## config.mk

```make
export PLATFORM = sky130hd
export DESIGN_NAME = pfcs_fault_supervisor
export DESIGN_NICKNAME = d
export VERILOG_FILES = /design/src/inc/pfcs_pkg.sv /design/src/logic/pfcs_sync.sv /design/src/logic/pfcs_qualify.sv /design/src/logic/pfcs_fault_supervisor.sv
export SDC_FILE = /design/constraint.sdc
export NUM_CORES = 1
export LEC_CHECK = 0
export BUFFER_PORTS_ARGS = -buffer_cell sky130_fd_sc_hd__buf_2
export CAP_MARGIN = 25
export CORE_MARGIN = 1
export CORE_UTILIZATION = 30
export DETAILED_ROUTE_END_ITERATION = 7
export HOLD_SLACK_MARGIN = 0.15
export PLACE_DENSITY_LB_ADDON = 0.15
export SLEW_MARGIN = 20
export SYNTH_ARGS = -nofsm -noshare
export SYNTH_HDL_FRONTEND = slang
export SYNTH_SLANG_ARGS = --single-unit
```

## constraint.sdc

```tcl
create_clock -name aclk -period 1.6 [get_ports aclk]
set_input_delay 0.24 -clock aclk [delete_from_list [all_inputs] [get_ports aclk]]
set_output_delay 0.24 -clock aclk [all_outputs]
set_load 0.02 [all_outputs]
```

## src/inc/pfcs_pkg.sv

```systemverilog
package pfcs_pkg;

  // ------------------------------------------------------------
  // Clock and qualification times
  // ------------------------------------------------------------
  localparam int CLK_MHZ = 200;
  localparam int T_PCL_NS = 200;
  localparam int T_BOP_NS = 20000;
  localparam int T_OLP_NS = 1000;
  localparam int T_OVP_NS = 12000;
  localparam int T_MODE_NS = 18000;
  localparam int T_DIS_NS = 9000;
  localparam int T_SOFT_NS = 10000;
  // Least times round up to whole cycles
  localparam int PCL_CYC = (T_PCL_NS * CLK_MHZ + 999) / 1000;
  localparam int BOP_CYC = (T_BOP_NS * CLK_MHZ + 999) / 1000;
  localparam int OLP_CYC = (T_OLP_NS * CLK_MHZ + 999) / 1000;
  localparam int OVP_CYC = (T_OVP_NS * CLK_MHZ + 999) / 1000;
  localparam int MODE_CYC = (T_MODE_NS * CLK_MHZ + 999) / 1000;
  localparam int DIS_CYC = (T_DIS_NS * CLK_MHZ + 999) / 1000;
  localparam int SOFT_CYC = (T_SOFT_NS * CLK_MHZ + 999) / 1000;
  localparam int CNT_W = 12;

  // ------------------------------------------------------------
  // Qualifier slots
  // ------------------------------------------------------------
  localparam int Q_PCL = 0;
  localparam int Q_BOP = 1;
  localparam int Q_OLP = 2;
  localparam int Q_OLP_BF = 3;
  localparam int Q_FIRST_OVERVOLTAGE_TRIP = 4;
  localparam int Q_SECOND_OVERVOLTAGE_TRIP = 5;
  localparam int Q_DIS = 6;
  localparam int Q_THR_LO = 7;
  localparam int Q_THR_HI = 8;
  localparam int NQ = 9;
  localparam int Q_CYC [NQ] = '{PCL_CYC, BOP_CYC, OLP_CYC, OLP_CYC,
    OVP_CYC, OVP_CYC, DIS_CYC, MODE_CYC, MODE_CYC};

  // ------------------------------------------------------------
  // Register map (AXI4-Lite, byte addresses)
  // ------------------------------------------------------------
  localparam int ADDR_W = 8;
  localparam logic [7:0] REG_CTRL = 8'h00;
  localparam logic [7:0] REG_STATUS = 8'h04;
  localparam logic [7:0] REG_IRQ_STAT = 8'h08;
  localparam logic [7:0] REG_IRQ_MASK = 8'h0C;
  localparam int CTRL_SW_BLOCK = 0;
  localparam logic [7:0] IRQ_MASK_RST = 8'h00;
  localparam logic [1:0] RESP_OKAY = 2'h0;
  localparam logic [1:0] RESP_SLVERR = 2'h2;
  localparam int NEV = 8;
  localparam int EV_LATCH = 7;

  typedef enum logic [2:0] {
    ST_RUN = 3'h0,
    ST_SOFT = 3'h1,
    ST_BLOCK = 3'h2,
    ST_HALT = 3'h3,
    ST_DOWN = 3'h4,
    ST_LATCH = 3'h5
  } pfcs_state_t;

  // Comparator flags, all high while the condition holds
  typedef struct packed {
    logic pcl_trip;
    logic bop_low;
    logic bop_high;
    logic olp_low;
    logic olp_raised_low;
    logic first_overvoltage_trip_high;
    logic below_ref;
    logic second_overvoltage_trip_high;
    logic second_overvoltage_trip_release;
    logic thr_low;
    logic supply_det;
    logic vref_ok;
    logic uvlo;
  } pfcs_flags_t;

endpackage

```

## src/logic/pfcs_sync.sv

```systemverilog
`timescale 1ns/100ps
module pfcs_sync
  import pfcs_pkg::*;
#(
  parameter int W = 1
) (
  input wire logic aclk,
  input wire logic aresetn,
  input wire logic [W-1:0] din,
  output logic [W-1:0] dout
);

  logic [W-1:0] s1;
  logic [W-1:0] s2;
  logic [W-1:0] s3;

  // ------------------------------------------------------------
  // Three stages; a change counts once stages two and three agree
  // ------------------------------------------------------------
  for (genvar i = 0; i < W; i++) begin : g_bit
    always_ff @(posedge aclk) begin
      if (!aresetn) begin
        s1[i] <= 1'b0;
        s2[i] <= 1'b0;
        s3[i] <= 1'b0;
        dout[i] <= 1'b0;
      end else begin
        s1[i] <= din[i];
        s2[i] <= s1[i];
        s3[i] <= s2[i];
        if (s2[i] == s3[i]) begin
          dout[i] <= s3[i];
        end
      end
    end
  end

endmodule

```

## src/logic/pfcs_qualify.sv

```systemverilog
`timescale 1ns/100ps
module pfcs_qualify
  import pfcs_pkg::*;
#(
  parameter logic [CNT_W-1:0] CYCLES = 12'h001
) (
  input wire logic aclk,
  input wire logic aresetn,
  input wire logic cond,
  output logic qualified
);

  logic [CNT_W-1:0] cnt;

  // ------------------------------------------------------------
  // Level qualifier: high once cond has held CYCLES samples
  // ------------------------------------------------------------
  always_ff @(posedge aclk) begin
    if (!aresetn || !cond) begin
      cnt <= '0;
      qualified <= 1'b0;
    end else if (cnt == CYCLES - 12'h001) begin
      qualified <= 1'b1;
    end else begin
      cnt <= cnt + 12'h001;
    end
  end

endmodule

```

## src/logic/pfcs_fault_supervisor.sv

```systemverilog
// Contract
// [RULE1] A current-limit trip held 200 ns forces the drive low at once for the rest of the cycle.
// [RULE2] A brownout held 20 us stops switching; soft restart only after the high release level.
// [RULE3] Bulk sense under the open-loop level for 1 us powers down; soft restart once above it.
// [RULE4] With boost follower active, bulk sense under the raised level for 1 us disables it.
// [RULE5] First over-voltage held 12 us blocks switching until sense drops below the reference.
// [RULE6] Both over-voltages qualified together block switching until both have released.
// [RULE7] In latch mode a qualified second over-voltage latches a fault cleared only by lockout.
// [RULE8] In auto mode a qualified second over-voltage blocks, then soft restarts on its release.
// [RULE9] Enable input low for 18 us after supply detection selects auto-restart mode.
// [RULE10] Enable input high for 18 us after supply detection selects latch mode.
// [RULE11] Enable input pulled low 9 us with reference up powers down; soft restart on release.
// [RULE12] The minimum off pulse clears the current-limit and drive-on latches above all else.
// [RULE13] While the supply is in undervoltage lockout the drive output is held low.
// [RULE14] Every qualification timer restarts from zero when its condition drops early.
// [RULE15] Latched fault beats power-down, which beats a temporary drive block.
`timescale 1ns/100ps
module pfcs_fault_supervisor
  import pfcs_pkg::*;
(
  input wire logic aclk,
  input wire logic aresetn,
  input wire pfcs_flags_t flags_in,
  input wire logic minimum_off_pulse,
  input wire logic pwm_on_set,
  input wire logic boost_follower_request,
  output logic gate_drive,
  output logic boost_follower_en,
  output logic irq,
  input wire logic [ADDR_W-1:0] s_axi_awaddr,
  input wire logic s_axi_awvalid,
  output logic s_axi_awready,
  input wire logic [31:0] s_axi_wdata,
  input wire logic [3:0] s_axi_wstrb,
  input wire logic s_axi_wvalid,
  output logic s_axi_wready,
  output logic [1:0] s_axi_bresp,
  output logic s_axi_bvalid,
  input wire logic s_axi_bready,
  input wire logic [ADDR_W-1:0] s_axi_araddr,
  input wire logic s_axi_arvalid,
  output logic s_axi_arready,
  output logic [31:0] s_axi_rdata,
  output logic [1:0] s_axi_rresp,
  output logic s_axi_rvalid,
  input wire logic s_axi_rready
);

  pfcs_flags_t f;
  logic [NQ-1:0] qcond;
  logic [NQ-1:0] q;
  logic [NQ-1:0] q_prev;
  pfcs_state_t state;
  pfcs_state_t next_state;
  logic [CNT_W-1:0] soft_cnt;
  logic pcl_latch;
  logic bop_hold;
  logic olp_hold;
  logic first_overvoltage_trip_hold;
  logic dual_hold;
  logic second_overvoltage_trip_hold;
  logic dis_hold;
  logic latched;
  logic mode_auto;
  logic mode_done;
  logic bf_kill;
  logic sw_block;
  logic drive_ok;
  logic [NEV-1:0] ev;
  logic [NEV-1:0] irq_stat;
  logic [NEV-1:0] irq_mask;
  logic [ADDR_W-1:0] wr_addr;
  logic [31:0] wr_data;
  logic [3:0] wr_strb;
  logic wr_go;
  logic [31:0] status_word;

  // ------------------------------------------------------------
  // Input capture and fault qualification
  // ------------------------------------------------------------
  pfcs_sync #(
    .W($bits(pfcs_flags_t))
  ) u_sync (
    .aclk(aclk),
    .aresetn(aresetn),
    .din(flags_in),
    .dout(f)
  );

  always_comb begin
    qcond = '0;
    qcond[Q_PCL] = f.pcl_trip;
    qcond[Q_BOP] = f.bop_low;
    qcond[Q_OLP] = f.olp_low;
    qcond[Q_OLP_BF] = f.olp_raised_low && boost_follower_en;
    qcond[Q_FIRST_OVERVOLTAGE_TRIP] = f.first_overvoltage_trip_high;
    qcond[Q_SECOND_OVERVOLTAGE_TRIP] = f.second_overvoltage_trip_high;
    qcond[Q_DIS] = f.thr_low && f.vref_ok;
    qcond[Q_THR_LO] = f.thr_low && f.supply_det && !mode_done;
    qcond[Q_THR_HI] = !f.thr_low && f.supply_det && !mode_done;
  end

  // Counters clear whenever their condition drops [RULE14]
  for (genvar i = 0; i < NQ; i++) begin : g_qual
    pfcs_qualify #(
      .CYCLES(CNT_W'(Q_CYC[i]))
    ) u_qual (
      .aclk(aclk),
      .aresetn(aresetn),
      .cond(qcond[i]),
      .qualified(q[i])
    );
  end

  // ------------------------------------------------------------
  // Restart mode detection after supply detection
  // ------------------------------------------------------------
  // Undecided defaults to latch mode, the safer of the two
  always_ff @(posedge aclk) begin
    if (!aresetn || f.uvlo) begin
      mode_auto <= 1'b0;
      mode_done <= 1'b0;
    end else if (!mode_done && q[Q_THR_LO]) begin
      mode_auto <= 1'b1; // [RULE9]
      mode_done <= 1'b1;
    end else if (!mode_done && q[Q_THR_HI]) begin
      mode_auto <= 1'b0; // [RULE10]
      mode_done <= 1'b1;
    end
  end

  // ------------------------------------------------------------
  // Fault holds; a new qualification wins over its release
  // ------------------------------------------------------------
  always_ff @(posedge aclk) begin
    if (!aresetn || f.uvlo) begin
      bop_hold <= 1'b0;
      olp_hold <= 1'b0;
      first_overvoltage_trip_hold <= 1'b0;
      dual_hold <= 1'b0;
      second_overvoltage_trip_hold <= 1'b0;
      dis_hold <= 1'b0;
    end else begin
      if (q[Q_BOP]) begin
        bop_hold <= 1'b1; // [RULE2]
      end else if (f.bop_high) begin
        bop_hold <= 1'b0;
      end
      if (q[Q_OLP]) begin
        olp_hold <= 1'b1; // [RULE3]
      end else if (!f.olp_low) begin
        olp_hold <= 1'b0;
      end
      if (q[Q_FIRST_OVERVOLTAGE_TRIP]) begin
        first_overvoltage_trip_hold <= 1'b1; // [RULE5]
      end else if (f.below_ref) begin
        first_overvoltage_trip_hold <= 1'b0;
      end
      if (q[Q_FIRST_OVERVOLTAGE_TRIP] && q[Q_SECOND_OVERVOLTAGE_TRIP]) begin
        dual_hold <= 1'b1; // [RULE6]
      end else if (f.below_ref && f.second_overvoltage_trip_release) begin
        dual_hold <= 1'b0;
      end
      if (q[Q_SECOND_OVERVOLTAGE_TRIP] && mode_auto) begin
        second_overvoltage_trip_hold <= 1'b1; // [RULE8]
      end else if (f.second_overvoltage_trip_release) begin
        second_overvoltage_trip_hold <= 1'b0;
      end
      if (q[Q_DIS]) begin
        dis_hold <= 1'b1; // [RULE11]
      end else if (!f.thr_low) begin
        dis_hold <= 1'b0;
      end
    end
  end

  // Only a lockout cycle clears the latched fault
  always_ff @(posedge aclk) begin
    if (!aresetn || f.uvlo) begin
      latched <= 1'b0;
    end else if (q[Q_SECOND_OVERVOLTAGE_TRIP] && !mode_auto) begin
      latched <= 1'b1; // [RULE7]
    end
  end

  // ------------------------------------------------------------
  // Supervisor state
  // ------------------------------------------------------------
  always_comb begin
    next_state = state;
    if (f.uvlo) begin
      next_state = ST_DOWN; // [RULE13]
    end else if (latched) begin
      next_state = ST_LATCH; // [RULE15]
    end else if (olp_hold || dis_hold) begin
      next_state = ST_DOWN; // [RULE15]
    end else if (bop_hold || second_overvoltage_trip_hold) begin
      next_state = ST_HALT;
    end else if (first_overvoltage_trip_hold || dual_hold || sw_block) begin
      next_state = ST_BLOCK;
    end else begin
      unique case (state)
        ST_RUN: next_state = ST_RUN;
        ST_SOFT: begin
          if (soft_cnt == CNT_W'(SOFT_CYC - 1)) begin
            next_state = ST_RUN;
          end
        end
        ST_BLOCK: next_state = ST_RUN;
        ST_HALT, ST_DOWN, ST_LATCH: next_state = ST_SOFT;
        default: next_state = ST_DOWN;
      endcase
    end
  end

  always_ff @(posedge aclk) begin
    if (!aresetn) begin
      state <= ST_DOWN;
    end else begin
      state <= next_state;
    end
  end

  always_ff @(posedge aclk) begin
    if (!aresetn || state != ST_SOFT) begin
      soft_cnt <= '0;
    end else begin
      soft_cnt <= soft_cnt + 12'h001;
    end
  end

  // ------------------------------------------------------------
  // Switch drive
  // ------------------------------------------------------------
  assign drive_ok = (state == ST_RUN || state == ST_SOFT) && !f.uvlo;

  always_ff @(posedge aclk) begin
    if (!aresetn || minimum_off_pulse) begin
      pcl_latch <= 1'b0; // [RULE12]
    end else if (q[Q_PCL]) begin
      pcl_latch <= 1'b1; // [RULE1]
    end
  end

  always_ff @(posedge aclk) begin
    if (!aresetn || minimum_off_pulse) begin
      gate_drive <= 1'b0; // [RULE12]
    end else if (!drive_ok) begin
      gate_drive <= 1'b0; // [RULE13]
    end else if (q[Q_PCL] || pcl_latch) begin
      gate_drive <= 1'b0; // [RULE1]
    end else if (pwm_on_set) begin
      gate_drive <= 1'b1;
    end
  end

  // ------------------------------------------------------------
  // Boost follower gating
  // ------------------------------------------------------------
  // Kept off in soft start so an unsettled feedback cannot toggle it
  always_ff @(posedge aclk) begin
    if (!aresetn || !boost_follower_request) begin
      bf_kill <= 1'b0;
    end else if (q[Q_OLP_BF]) begin
      bf_kill <= 1'b1; // [RULE4]
    end
  end

  always_ff @(posedge aclk) begin
    if (!aresetn) begin
      boost_follower_en <= 1'b0;
    end else begin
      boost_follower_en <= boost_follower_request && !bf_kill &&
        !q[Q_OLP_BF] && state == ST_RUN; // [RULE4]
    end
  end

  // ------------------------------------------------------------
  // Events and interrupt
  // ------------------------------------------------------------
  always_ff @(posedge aclk) begin
    if (!aresetn) begin
      q_prev <= '0;
    end else begin
      q_prev <= q;
    end
  end

  always_comb begin
    ev = q[NEV-1:0] & ~q_prev[NEV-1:0];
    ev[EV_LATCH] = q[Q_SECOND_OVERVOLTAGE_TRIP] && !q_prev[Q_SECOND_OVERVOLTAGE_TRIP] && !mode_auto;
  end

  // A new event wins over a same-cycle write-one clear
  always_ff @(posedge aclk) begin
    if (!aresetn) begin
      irq_stat <= '0;
    end else if (wr_go && wr_addr == REG_IRQ_STAT && wr_strb[0]) begin
      irq_stat <= (irq_stat & ~wr_data[NEV-1:0]) | ev;
    end else begin
      irq_stat <= irq_stat | ev;
    end
  end

  always_ff @(posedge aclk) begin
    if (!aresetn) begin
      irq <= 1'b0;
    end else begin
      irq <= |(irq_stat & irq_mask);
    end
  end

  // ------------------------------------------------------------
  // AXI4-Lite write path
  // ------------------------------------------------------------
  assign wr_go = !s_axi_awready && !s_axi_wready && !s_axi_bvalid;

  always_ff @(posedge aclk) begin
    if (!aresetn) begin
      s_axi_awready <= 1'b1;
      wr_addr <= '0;
    end else if (s_axi_awvalid && s_axi_awready) begin
      s_axi_awready <= 1'b0;
      wr_addr <= s_axi_awaddr;
    end else if (s_axi_bvalid && s_axi_bready) begin
      s_axi_awready <= 1'b1;
    end
  end

  always_ff @(posedge aclk) begin
    if (!aresetn) begin
      s_axi_wready <= 1'b1;
      wr_data <= '0;
      wr_strb <= '0;
    end else if (s_axi_wvalid && s_axi_wready) begin
      s_axi_wready <= 1'b0;
      wr_data <= s_axi_wdata;
      wr_strb <= s_axi_wstrb;
    end else if (s_axi_bvalid && s_axi_bready) begin
      s_axi_wready <= 1'b1;
    end
  end

  always_ff @(posedge aclk) begin
    if (!aresetn) begin
      s_axi_bvalid <= 1'b0;
      s_axi_bresp <= RESP_OKAY;
    end else if (wr_go) begin
      s_axi_bvalid <= 1'b1;
      s_axi_bresp <= (wr_addr == REG_CTRL || wr_addr == REG_STATUS ||
        wr_addr == REG_IRQ_STAT || wr_addr == REG_IRQ_MASK) ?
        RESP_OKAY : RESP_SLVERR;
    end else if (s_axi_bready) begin
      s_axi_bvalid <= 1'b0;
    end
  end

  always_ff @(posedge aclk) begin
    if (!aresetn) begin
      sw_block <= 1'b0;
      irq_mask <= IRQ_MASK_RST;
    end else if (wr_go && wr_strb[0]) begin
      if (wr_addr == REG_CTRL) begin
        sw_block <= wr_data[CTRL_SW_BLOCK];
      end
      if (wr_addr == REG_IRQ_MASK) begin
        irq_mask <= wr_data[NEV-1:0];
      end
    end
  end

  // ------------------------------------------------------------
  // AXI4-Lite read path
  // ------------------------------------------------------------
  assign status_word = {16'h0000, gate_drive, boost_follower_en,
    mode_auto, mode_done, 1'b0, state, latched, dis_hold, second_overvoltage_trip_hold,
    dual_hold, first_overvoltage_trip_hold, olp_hold, bop_hold, pcl_latch};

  always_ff @(posedge aclk) begin
    if (!aresetn) begin
      s_axi_arready <= 1'b1;
      s_axi_rvalid <= 1'b0;
      s_axi_rdata <= '0;
      s_axi_rresp <= RESP_OKAY;
    end else if (s_axi_arvalid && s_axi_arready) begin
      s_axi_arready <= 1'b0;
      s_axi_rvalid <= 1'b1;
      s_axi_rresp <= RESP_OKAY;
      unique case (s_axi_araddr)
        REG_CTRL: s_axi_rdata <= {31'h00000000, sw_block};
        REG_STATUS: s_axi_rdata <= status_word;
        REG_IRQ_STAT: s_axi_rdata <= {24'h000000, irq_stat};
        REG_IRQ_MASK: s_axi_rdata <= {24'h000000, irq_mask};
        default: begin
          s_axi_rdata <= '0;
          s_axi_rresp <= RESP_SLVERR;
        end
      endcase
    end else if (s_axi_rvalid && s_axi_rready) begin
      s_axi_rvalid <= 1'b0;
      s_axi_arready <= 1'b1;
    end
  end

endmodule

```

; ---- Yosys cells after proc, flatten, opt, wreduce, memory -nomap -nowiden
; Cells that the tools add are included.
[totals]
reg_bits = 280
input_bits = 75
out_inout_bits = 44
[op_classes]
addsub = 10
eq_ne = 39
muxes = 35
n_bitwise = 9
n_reduce_logical = 92
[ops]
columns = cell, count
row1 = 12-bit by 1-bit adder with 12-bit output (second input constant), 10
row2 = 16-bit one-hot mux with 4 select lines, 1
row3 = 12-bit == test (second input constant), 5
row4 = 8-bit by 4-bit == test with 1-bit output (second input constant), 4
row5 = 1-bit logical AND, 28
row6 = 1-bit 2-to-1 mux, 27
row7 = 12-bit by 11-bit == test with 1-bit output (second input constant), 2
row8 = 12-bit by 8-bit == test with 1-bit output (second input constant), 2
row9 = 1-bit logical OR, 22
row10 = 1-bit logical NOT, 21
row11 = 2-bit nonzero test, 9
row12 = 8-bit bitwise AND, 2
row13 = 8-bit by 3-bit == test with 1-bit output (second input constant), 2
row14 = 8-bit logical NOT, 2
row15 = 8-bit bitwise OR, 2
row16 = 1-bit == test, 13
row17 = 12-bit by 6-bit == test with 1-bit output (second input constant), 1
row18 = 3-bit 2-to-1 mux, 3
row19 = 3-bit one-hot mux with 3 select lines, 1
row20 = 8-bit 2-to-1 mux, 1
row21 = 8-bit NOT, 1
row22 = 4-bit OR reduction, 2
row23 = 8-bit OR reduction, 1
row24 = 7-bit bitwise AND, 1
row25 = 14 further kinds, 22

; ---- Longest topological paths before layout
; Gate-level depths: netlist of run 1.
[logic_depth]
word_depth = 7
ltp_mapped = 6
ltp_nobuf = 5

; ---- Cells and area by module
; A second synthesis of run 1 with hierarchy kept.
[hier_totals]
cells_unflattened = 1178
hier_area_um2 = 10767.8
[by_module_without_submodules]
columns = mod, instances, cells_each, area_each_um2, seq_area_each_um2
row1 = pfcs_fault_supervisor, 1, 427, 3793.6, 1841.8
row2 = pfcs_sync, 1, 135, 1526.5, 1041.0
row3 = pfcs_qualify at g_qual[4].u_qual ..., 2, 69, 620.6, 260.2
row4 = pfcs_qualify at g_qual[2].u_qual ..., 2, 67, 594.3, 260.2
row5 = pfcs_qualify at g_qual[7].u_qual, 1, 71, 633.1, 260.2
row6 = pfcs_qualify at g_qual[8].u_qual, 1, 73, 626.9, 260.2
row7 = pfcs_qualify at g_qual[1].u_qual, 1, 67, 601.8, 260.2
row8 = pfcs_qualify at g_qual[6].u_qual, 1, 67, 588.1, 260.2
row9 = pfcs_qualify at g_qual[0].u_qual, 1, 66, 568.0, 260.2

; ---- Worst setup path after synthesis of run 1
; Ideal clock, no wire load.
[synth_path]
kind = flip-flop to flip-flop
startpoint = register g_qual[6].u_qual.cnt[0]
endpoint = register g_qual[6].u_qual.cnt[1]
setup_ns = 0.128
arrival_time_ns = 1.574
t_required_ns = 1.472
setup_slack_ns = -0.101
path_stages_with_launch = 6
path_cell_list = dfxtp_1 -> ha_1 -> or4bb_1 -> nor3_2 -> mux2i_1 -> nor2_1
[synth_between]
elab_chain_len = 1
elab_cells_between_ends = 2
classes_between = add/sub: 1 / eq/ne: 1
[synth_lines]
columns = element, line_no
row1 = from (decl), pfcs_qualify.sv:13  ; logic [CNT_W-1:0] cnt;
row2 = from (signal assigned), pfcs_qualify.sv:25  ; cnt <= cnt + 12'h001;
row3 = 12-bit by 1-bit adder with 12-bit output / 12-bit by 11-bit == test with 1-bit output (equally long branches), "pfcs_qualify.sv:25, pfcs_qualify.sv:22"
; Several ways; a longest one is shown, not always the timed one.
; A chain may end at the register's enable or synchronous reset.

; ---- Worst setup path in the final report of run 1
[layout_path]
startpoint = register g_qual[2].u_qual.cnt[11]
endpoint = register g_qual[2].u_qual.cnt[1]
[layout_between]
elab_chain_len = 1
[layout_lines]
columns = element, line_no
row1 = from (decl), pfcs_qualify.sv:13
row2 = from (signal assigned), pfcs_qualify.sv:25
row3 = 12-bit by 8-bit == test with 1-bit output, pfcs_qualify.sv:22  ; end else if (cnt == CYCLES - 12'h001) begin
; No other way between the ends.

==> results.cfg, run 1 <==
[final_layout]
fin_cells = 1807
final_util = 0.393
fillers = 3471
diodes = 0
syn2layout_area_growth_pct = 28.2
nNetsFinal = 1422
final_area_mm2 = 0.0132
seqCellArea_mm2 = 0.00523
drive_gt1_frac = 0.189
multiInputGateArea_mm2 = 0.00490

[hold_path]
hold_class = in2reg
worstHoldStart = s_axi_awvalid

[routing]
finalWirelength_um = 23100
drt.antenna.violating_nets = 0
drtIter0Drc = 303
firstDrtPassIters = 4
drt-vias-per-instance = 4.54
wl_per_cell_um = 12.8
route.vias.total = 8205
drc = 0

[flow_run]
drv_cap = 0

[placement]
place_area_mm2 = 0.0117
place_inst = 1717
place_hpwl_um = 16100
port_buffers = 72
post-place-ws_ps = -92.7
gp_congestion = 0.746

[floorplan]
ios = 119
rows = 67
core-area_mm2 = 0.0337
start_util = 0.306
fp.dieH_um = 188
fp.dieArea_mm2 = 0.0352
die_width_um = 188

[power_and_ir_drop]
p_int_mw = 11.2
power_switching_mw = 2.99
p_per_area_mw_per_mm2 = 1070
p_seq_frac = 0.470
p_leak_nw = 4.92
power.share.clock = 0.495
p_sw_frac = 0.211
pwr-share-comb = 0.035
peakVddDrop_v = 0.000930
finalPower_mw = 14.1

[grt]
antenna_found_initial = 0
grt_first_pass_wirelength_um = 39000
grt_pass1_vias = 7901
grt_max_degree = 25
grt.total_usage = 0.131
overflow = 0

[sta]
finalSetupTns_ps = -9.46
fin_crit_sh = 1.01
fin_ws_ps = -9.46
hold_ws_ps = 192
fin_skew_ps = 9.40
final_hold_viol_count = 0
fmax_ghz = 0.621
period_needed_ps = 1610
rsz0062_at_grt = yes
final-setup-viol-count = 1
finalMaxSlewViolations = 0

[clock_network]
clockBufferDepth = 3
postCtsSetupBuffers = 0
root_buffer = clkbuf_16
htreeDepth = 1
numCtsBuffers = 29
tritoncts = built
path_clk_slew_ps = 60
clock-sinks = 261
clock_latency_ps = 540

[logic_synthesis]
synth_seq_cells = 261
synth.distinct_cells = 64
synth_area_leaders = dfxtp_1, nor2_1, xnor2_1
syn_area_mm2 = 0.0103
ys.flop_type = dfxtp_1
synth_edf_count = 0
synth_top_cell_by_area = dfxtp_1
syn_area_per_cell_um2 = 9.01
async_reset_ff_frac = 0
syn-instance-count = 1146
synth-seq-area-share = 0.506
synth_top_cell_area_share = 0.506
yosysWarnings = 0

[setup_path]
r2r_slack_ps = -9
r2r-start = g_qual[2].u_qual.cnt[11]
crit_start = g_qual[2].u_qual.cnt[11]
startpoint_type = register
worstPathMaxFanout = 5
path_class = reg2reg
end_kind = register
crit_required_ps = 2040
arrival_ps = 2050

[outcome]
status = finished with violations
violations = negative setup slack
==> placed cells by master, fill, tap and decap left out, types with 10 or more instances in the layout <==
cell type | synthesis | layout
nor3_1 | 41 | 38
o21ai_0 | 40 | 40
nand3_1 | 37 | 36
inv_1 | 24 | 24
clkbuf_16 | 0 | 29
and2_1 | 56 | 56
buf_2 | 2 | 72
a31oi_1 | 10 | 10
nor2_1 | 159 | 154
a21oi_1 | 68 | 68
xor2_1 | 26 | 25
a22oi_1 | 20 | 20
nand2_1 | 106 | 106
nor4_1 | 18 | 16
conb_1 | 1 | 19
mux2i_1 | 19 | 19
xnor2_1 | 50 | 50
buf_4 | 19 | 80
nand4_1 | 27 | 27
or3_1 | 19 | 19
dlygate4sd3_1 | 0 | 37
nor2b_1 | 17 | 17
dfxtp_1 | 261 | 256
==> final timing paths <==
check | to | cells past startpoint
setup / recovery | g_qual[2].u_qual.cnt[1] | 5
hold / removal | wr_addr[4] | 4
setup reg to reg | g_qual[2].u_qual.cnt[1] | 5
hold reg to reg | u_sync.s2[9] | 1
==> cells by family (layout without fill, tap and decap cells) <==
family	after synthesis	in the layout	share of synthesized area
flip-flops	261	261	0.506
multiplexers	27	27	0.0282
adder cells (fa/ha/maj)	10	10	0.0121
AND/OR/NAND/NOR	536	536	0.265
XOR/XNOR	76	76	0.0645
other	1	19	0.000363
buffers and inverters	78	273	0.0364
AO/OA/AOI/OAI	157	157	0.0869
==> layout make-up <==
cell class	count	area share
clock buffer	42	0.0646
tap	448	0.0424
inverter	26	0.00738
clock inverter	11	0.0129
timing repair buffer	194	0.107
multi-input combinational	825	0.371
sequential	261	0.395
==> what timing repair did <==
action,CTS,global route
hold buffers,37,0
setup endpoints to repair,5,57
resized for setup,0,28
hold endpoints to repair,41,0
pin swaps,3,17
==> flip-flops by register name, summed over array words and instances, names as in the netlist, 9 cells and up <==
name,flops
u_sync.s3,13
s_axi_rdata,15
u_sync.dout,13
g_qual.u_qual.qualified,9
soft_cnt,12
u_sync.s2,13
u_sync.s1,13
g_qual.u_qual.cnt,108
==> power groups by stage <==
stage | Sequential [mW] | Clock, mW | Combinational [mW]
4_1_cts | 6.64 | 7.24 | 0.499
3_3_place_gp | 6.78 | 0 | 0.426
2_1_floorplan | 6.78 | 0 | 0.265
5_1_grt | 6.65 | 7.55 | 0.541
3_5_place_dp | 6.78 | 0 | 0.429
6_report | 6.64 | 7.01 | 0.493
==> cells in the mapped netlist, types with 3 or more instances <==
master and n:
xor2_1 26, o21ai_1 5, nand4_1 27, or2_2 4, xnor2_1 50, buf_4 19
or3_1 19, nand2b_1 7, o21ai_0 40, nor4bb_1 3, a21oi_1 68, buf_1 3
dfxtp_1 261, nor3_1 41, inv_1 24, nor2_1 159, nor2b_1 17, ha_1 10
nand3_1 37, mux2i_1 19, and3_1 8, and2_1 56, nand2_1 106, nor4b_1 4
nor4_1 18, mux2_2 7, a31oi_1 10, and4_1 9, clkbuf_1 26, or4_1 3
a22oi_1 20
==> layer usage <==
metal,up-vias,track usage,wire (um)
met1,3773,0.183,11700
li1,4299,-,-
met5,-,0,0
met3,31,0.0219,786
met4,0,0.0322,486
met2,102,0.211,10100
==> critical path: stages, from the launching register on <==
cell	delay, ps
dfxtp_1	310
or4_4	540
nor4_4	230
buf_4	180
mux2i_1	190
nor2_1	50
(Power assumes the default switching activity.)
==> inputs of run 2 (changes only) <==
--- a/config.mk
+++ b/config.mk
@@ -10,7 +10,9 @@
 export CORE_MARGIN = 1
 export CORE_UTILIZATION = 30
 export DETAILED_ROUTE_END_ITERATION = 7
+export GPL_ROUTABILITY_DRIVEN = 0
 export HOLD_SLACK_MARGIN = 0.15
+export MAX_ROUTING_LAYER = met4
 export PLACE_DENSITY_LB_ADDON = 0.15
 export SLEW_MARGIN = 20
 export SYNTH_ARGS = -nofsm -noshare
==> constraint.sdc (replaced) <==
create_clock -name aclk -period 1.6 [get_ports aclk]
set_input_delay 0.48 -clock aclk [delete_from_list [all_inputs] [get_ports aclk]]
set_output_delay 0.48 -clock aclk [all_outputs]
set_load 0.02 [all_outputs]
==> run 2 against run 1 <==
  * Sequential share of layout area rose by 0.71 points
  * Maximum frequency rose by 1.2%
  * Die area did not move
  * Cell count fell by 0.77%
  * The flow now finishes without violations
==> results.cfg, run 2 (synthesized netlist as in run 1, its figures left out) <==
[outcome]
status = complete, no violations

[sta]
worst_pin_slew_ps = 501
rsz0062_at_grt = yes
period_needed_ps = 1590
finalSetupTns_ps = 0
finalMaxSlewViolations = 0
fin_crit_sh = 0.994
hold_ws_ps = 183
relSlewSlack = 0.661
fmax_ghz = 0.629
fin_skew_ps = 6.70
final-setup-viol-count = 0
final_hold_viol_count = 0

[clock_network]
numCtsBuffers = 30
htreeDepth = 1
tritoncts = built
clock-sinks = 261
clock_latency_ps = 540
clockBufferDepth = 3
path_clk_slew_ps = 60
root_buffer = clkbuf_16

[grt]
grt_pass1_vias = 7512
grt_max_degree = 29
antenna_found_initial = 0
grt_first_pass_wirelength_um = 38400
grt.total_usage = 0.135
overflow = 0

[final_layout]
syn2layout_area_growth_pct = 26.0
reg.largest.list = g_qual.u_qual.cnt (108), s_axi_rdata (15)
fillers = 3484
layout_commonest_cell = dfxtp_1
multiInputGateArea_mm2 = 0.00487
final_cell_mix = dfxtp_1, nor2_1, nand2_1
diodes = 0
fin_cells = 1793
seqCellArea_mm2 = 0.00524
final_area_mm2 = 0.0130
regMostFlops = g_qual.u_qual.cnt
nNetsFinal = 1407
largest_reg_flops = 108
drive_gt1_frac = 0.196

[hold_path]
hold_class = in2reg

[floorplan]
core-area_mm2 = 0.0337
fp.dieH_um = 188
fp.dieArea_mm2 = 0.0352
ios = 119
die_width_um = 188
rows = 67
start_util = 0.306

[routing]
drtIter0Drc = 379
wl_per_cell_um = 12.9
drc = 0
route.vias.total = 8066
drt.antenna.violating_nets = 0
drt-vias-per-instance = 4.50
firstDrtPassIters = 5
finalWirelength_um = 23200

[power_and_ir_drop]
p_per_area_mw_per_mm2 = 1050
p_leak_nw = 4.86
peakVddDrop_v = 0.000821

[setup_path]
worstPathMaxFanout = 5
arrival_ps = 2010
end_kind = register
crit_required_ps = 2020
r2r_slack_ps = 9
path_class = reg2reg
startpoint_type = register

[flow_run]
drv_cap = 0

[placement]
place_inst = 1722
place_area_mm2 = 0.0118
port_buffers = 72
place_hpwl_um = 16900
[run 2: changes by cell type in the layout (fill, tap and decap cells not counted), sizes merged]
cell,previous run,this run
clkinvlp,3,1
buf,157,163
dlygate4sd3,37,14
bufinv,4,1
clkinv,3,13
inv,27,25
[run 2: per-layer routing]
layer  track usage  part of all wire
met5             -                 0
met4        0.0313             0.014
met2         0.211              0.45
met1         0.183              0.51
met3        0.0197             0.034
[run 2: critical path, cell delays in order, from the launching register on]
cell and delay, ps:
dfxtp_2 350, ha_4 130, or4bb_4 470, nor3_4 270, mux2i_1 220, nor2_1 50
[run 2: final cells by class]
class / count / area share
Sequential cell: 261 / 0.402
Multi-Input combinational cell: 825 / 0.374
Timing Repair Buffer: 178 / 0.0981
Clock buffer: 41 / 0.0671
Tap cell: 448 / 0.0431
Clock inverter: 14 / 0.00779
Inverter: 26 / 0.00750
[run 2: repair_timing]
item                                    4_1_cts  5_1_grt
pin swaps                                     4        7
endpoints found under the hold margin        14        0
gates cloned                                  0        0
hold buffers                                 14        0
endpoints found under the setup margin       18       42
buffers inserted                              1        2
gates resized for setup                      14       23
[run 2: worst paths after layout]
path / to / from / cells past startpoint
worst min-delay path: wr_addr[5] / s_axi_awaddr[5] / 3
worst max-delay path: g_qual[6].u_qual.cnt[1] / g_qual[6].u_qual.cnt[1] / 5
worst max register to register: g_qual[6].u_qual.cnt[1] / g_qual[6].u_qual.cnt[1] / 5
worst min register to register: u_sync.s2[3] / u_sync.s1[3] / 1
[run 2: power by group]
| part | total, mW | switching, mW | internal [mW] |
|---|---|---|---|
| Sequential | 6.65 | 0.0612 | 6.59 |
| Combinational | 0.462 | 0.265 | 0.197 |
| Clock | 6.61 | 2.66 | 3.96 |
[run 2: per-stage QoR]
stage	total power, mW	util	worst slack (ps)
after floorplan	7.05	-	-180
after global placement	7.23	0.350	-403
after global routing	14.3	0.386	-77.2
after detailed placement	7.23	0.350	-427
final	13.7	0.386	9.13
after CTS	14.0	0.384	1.80
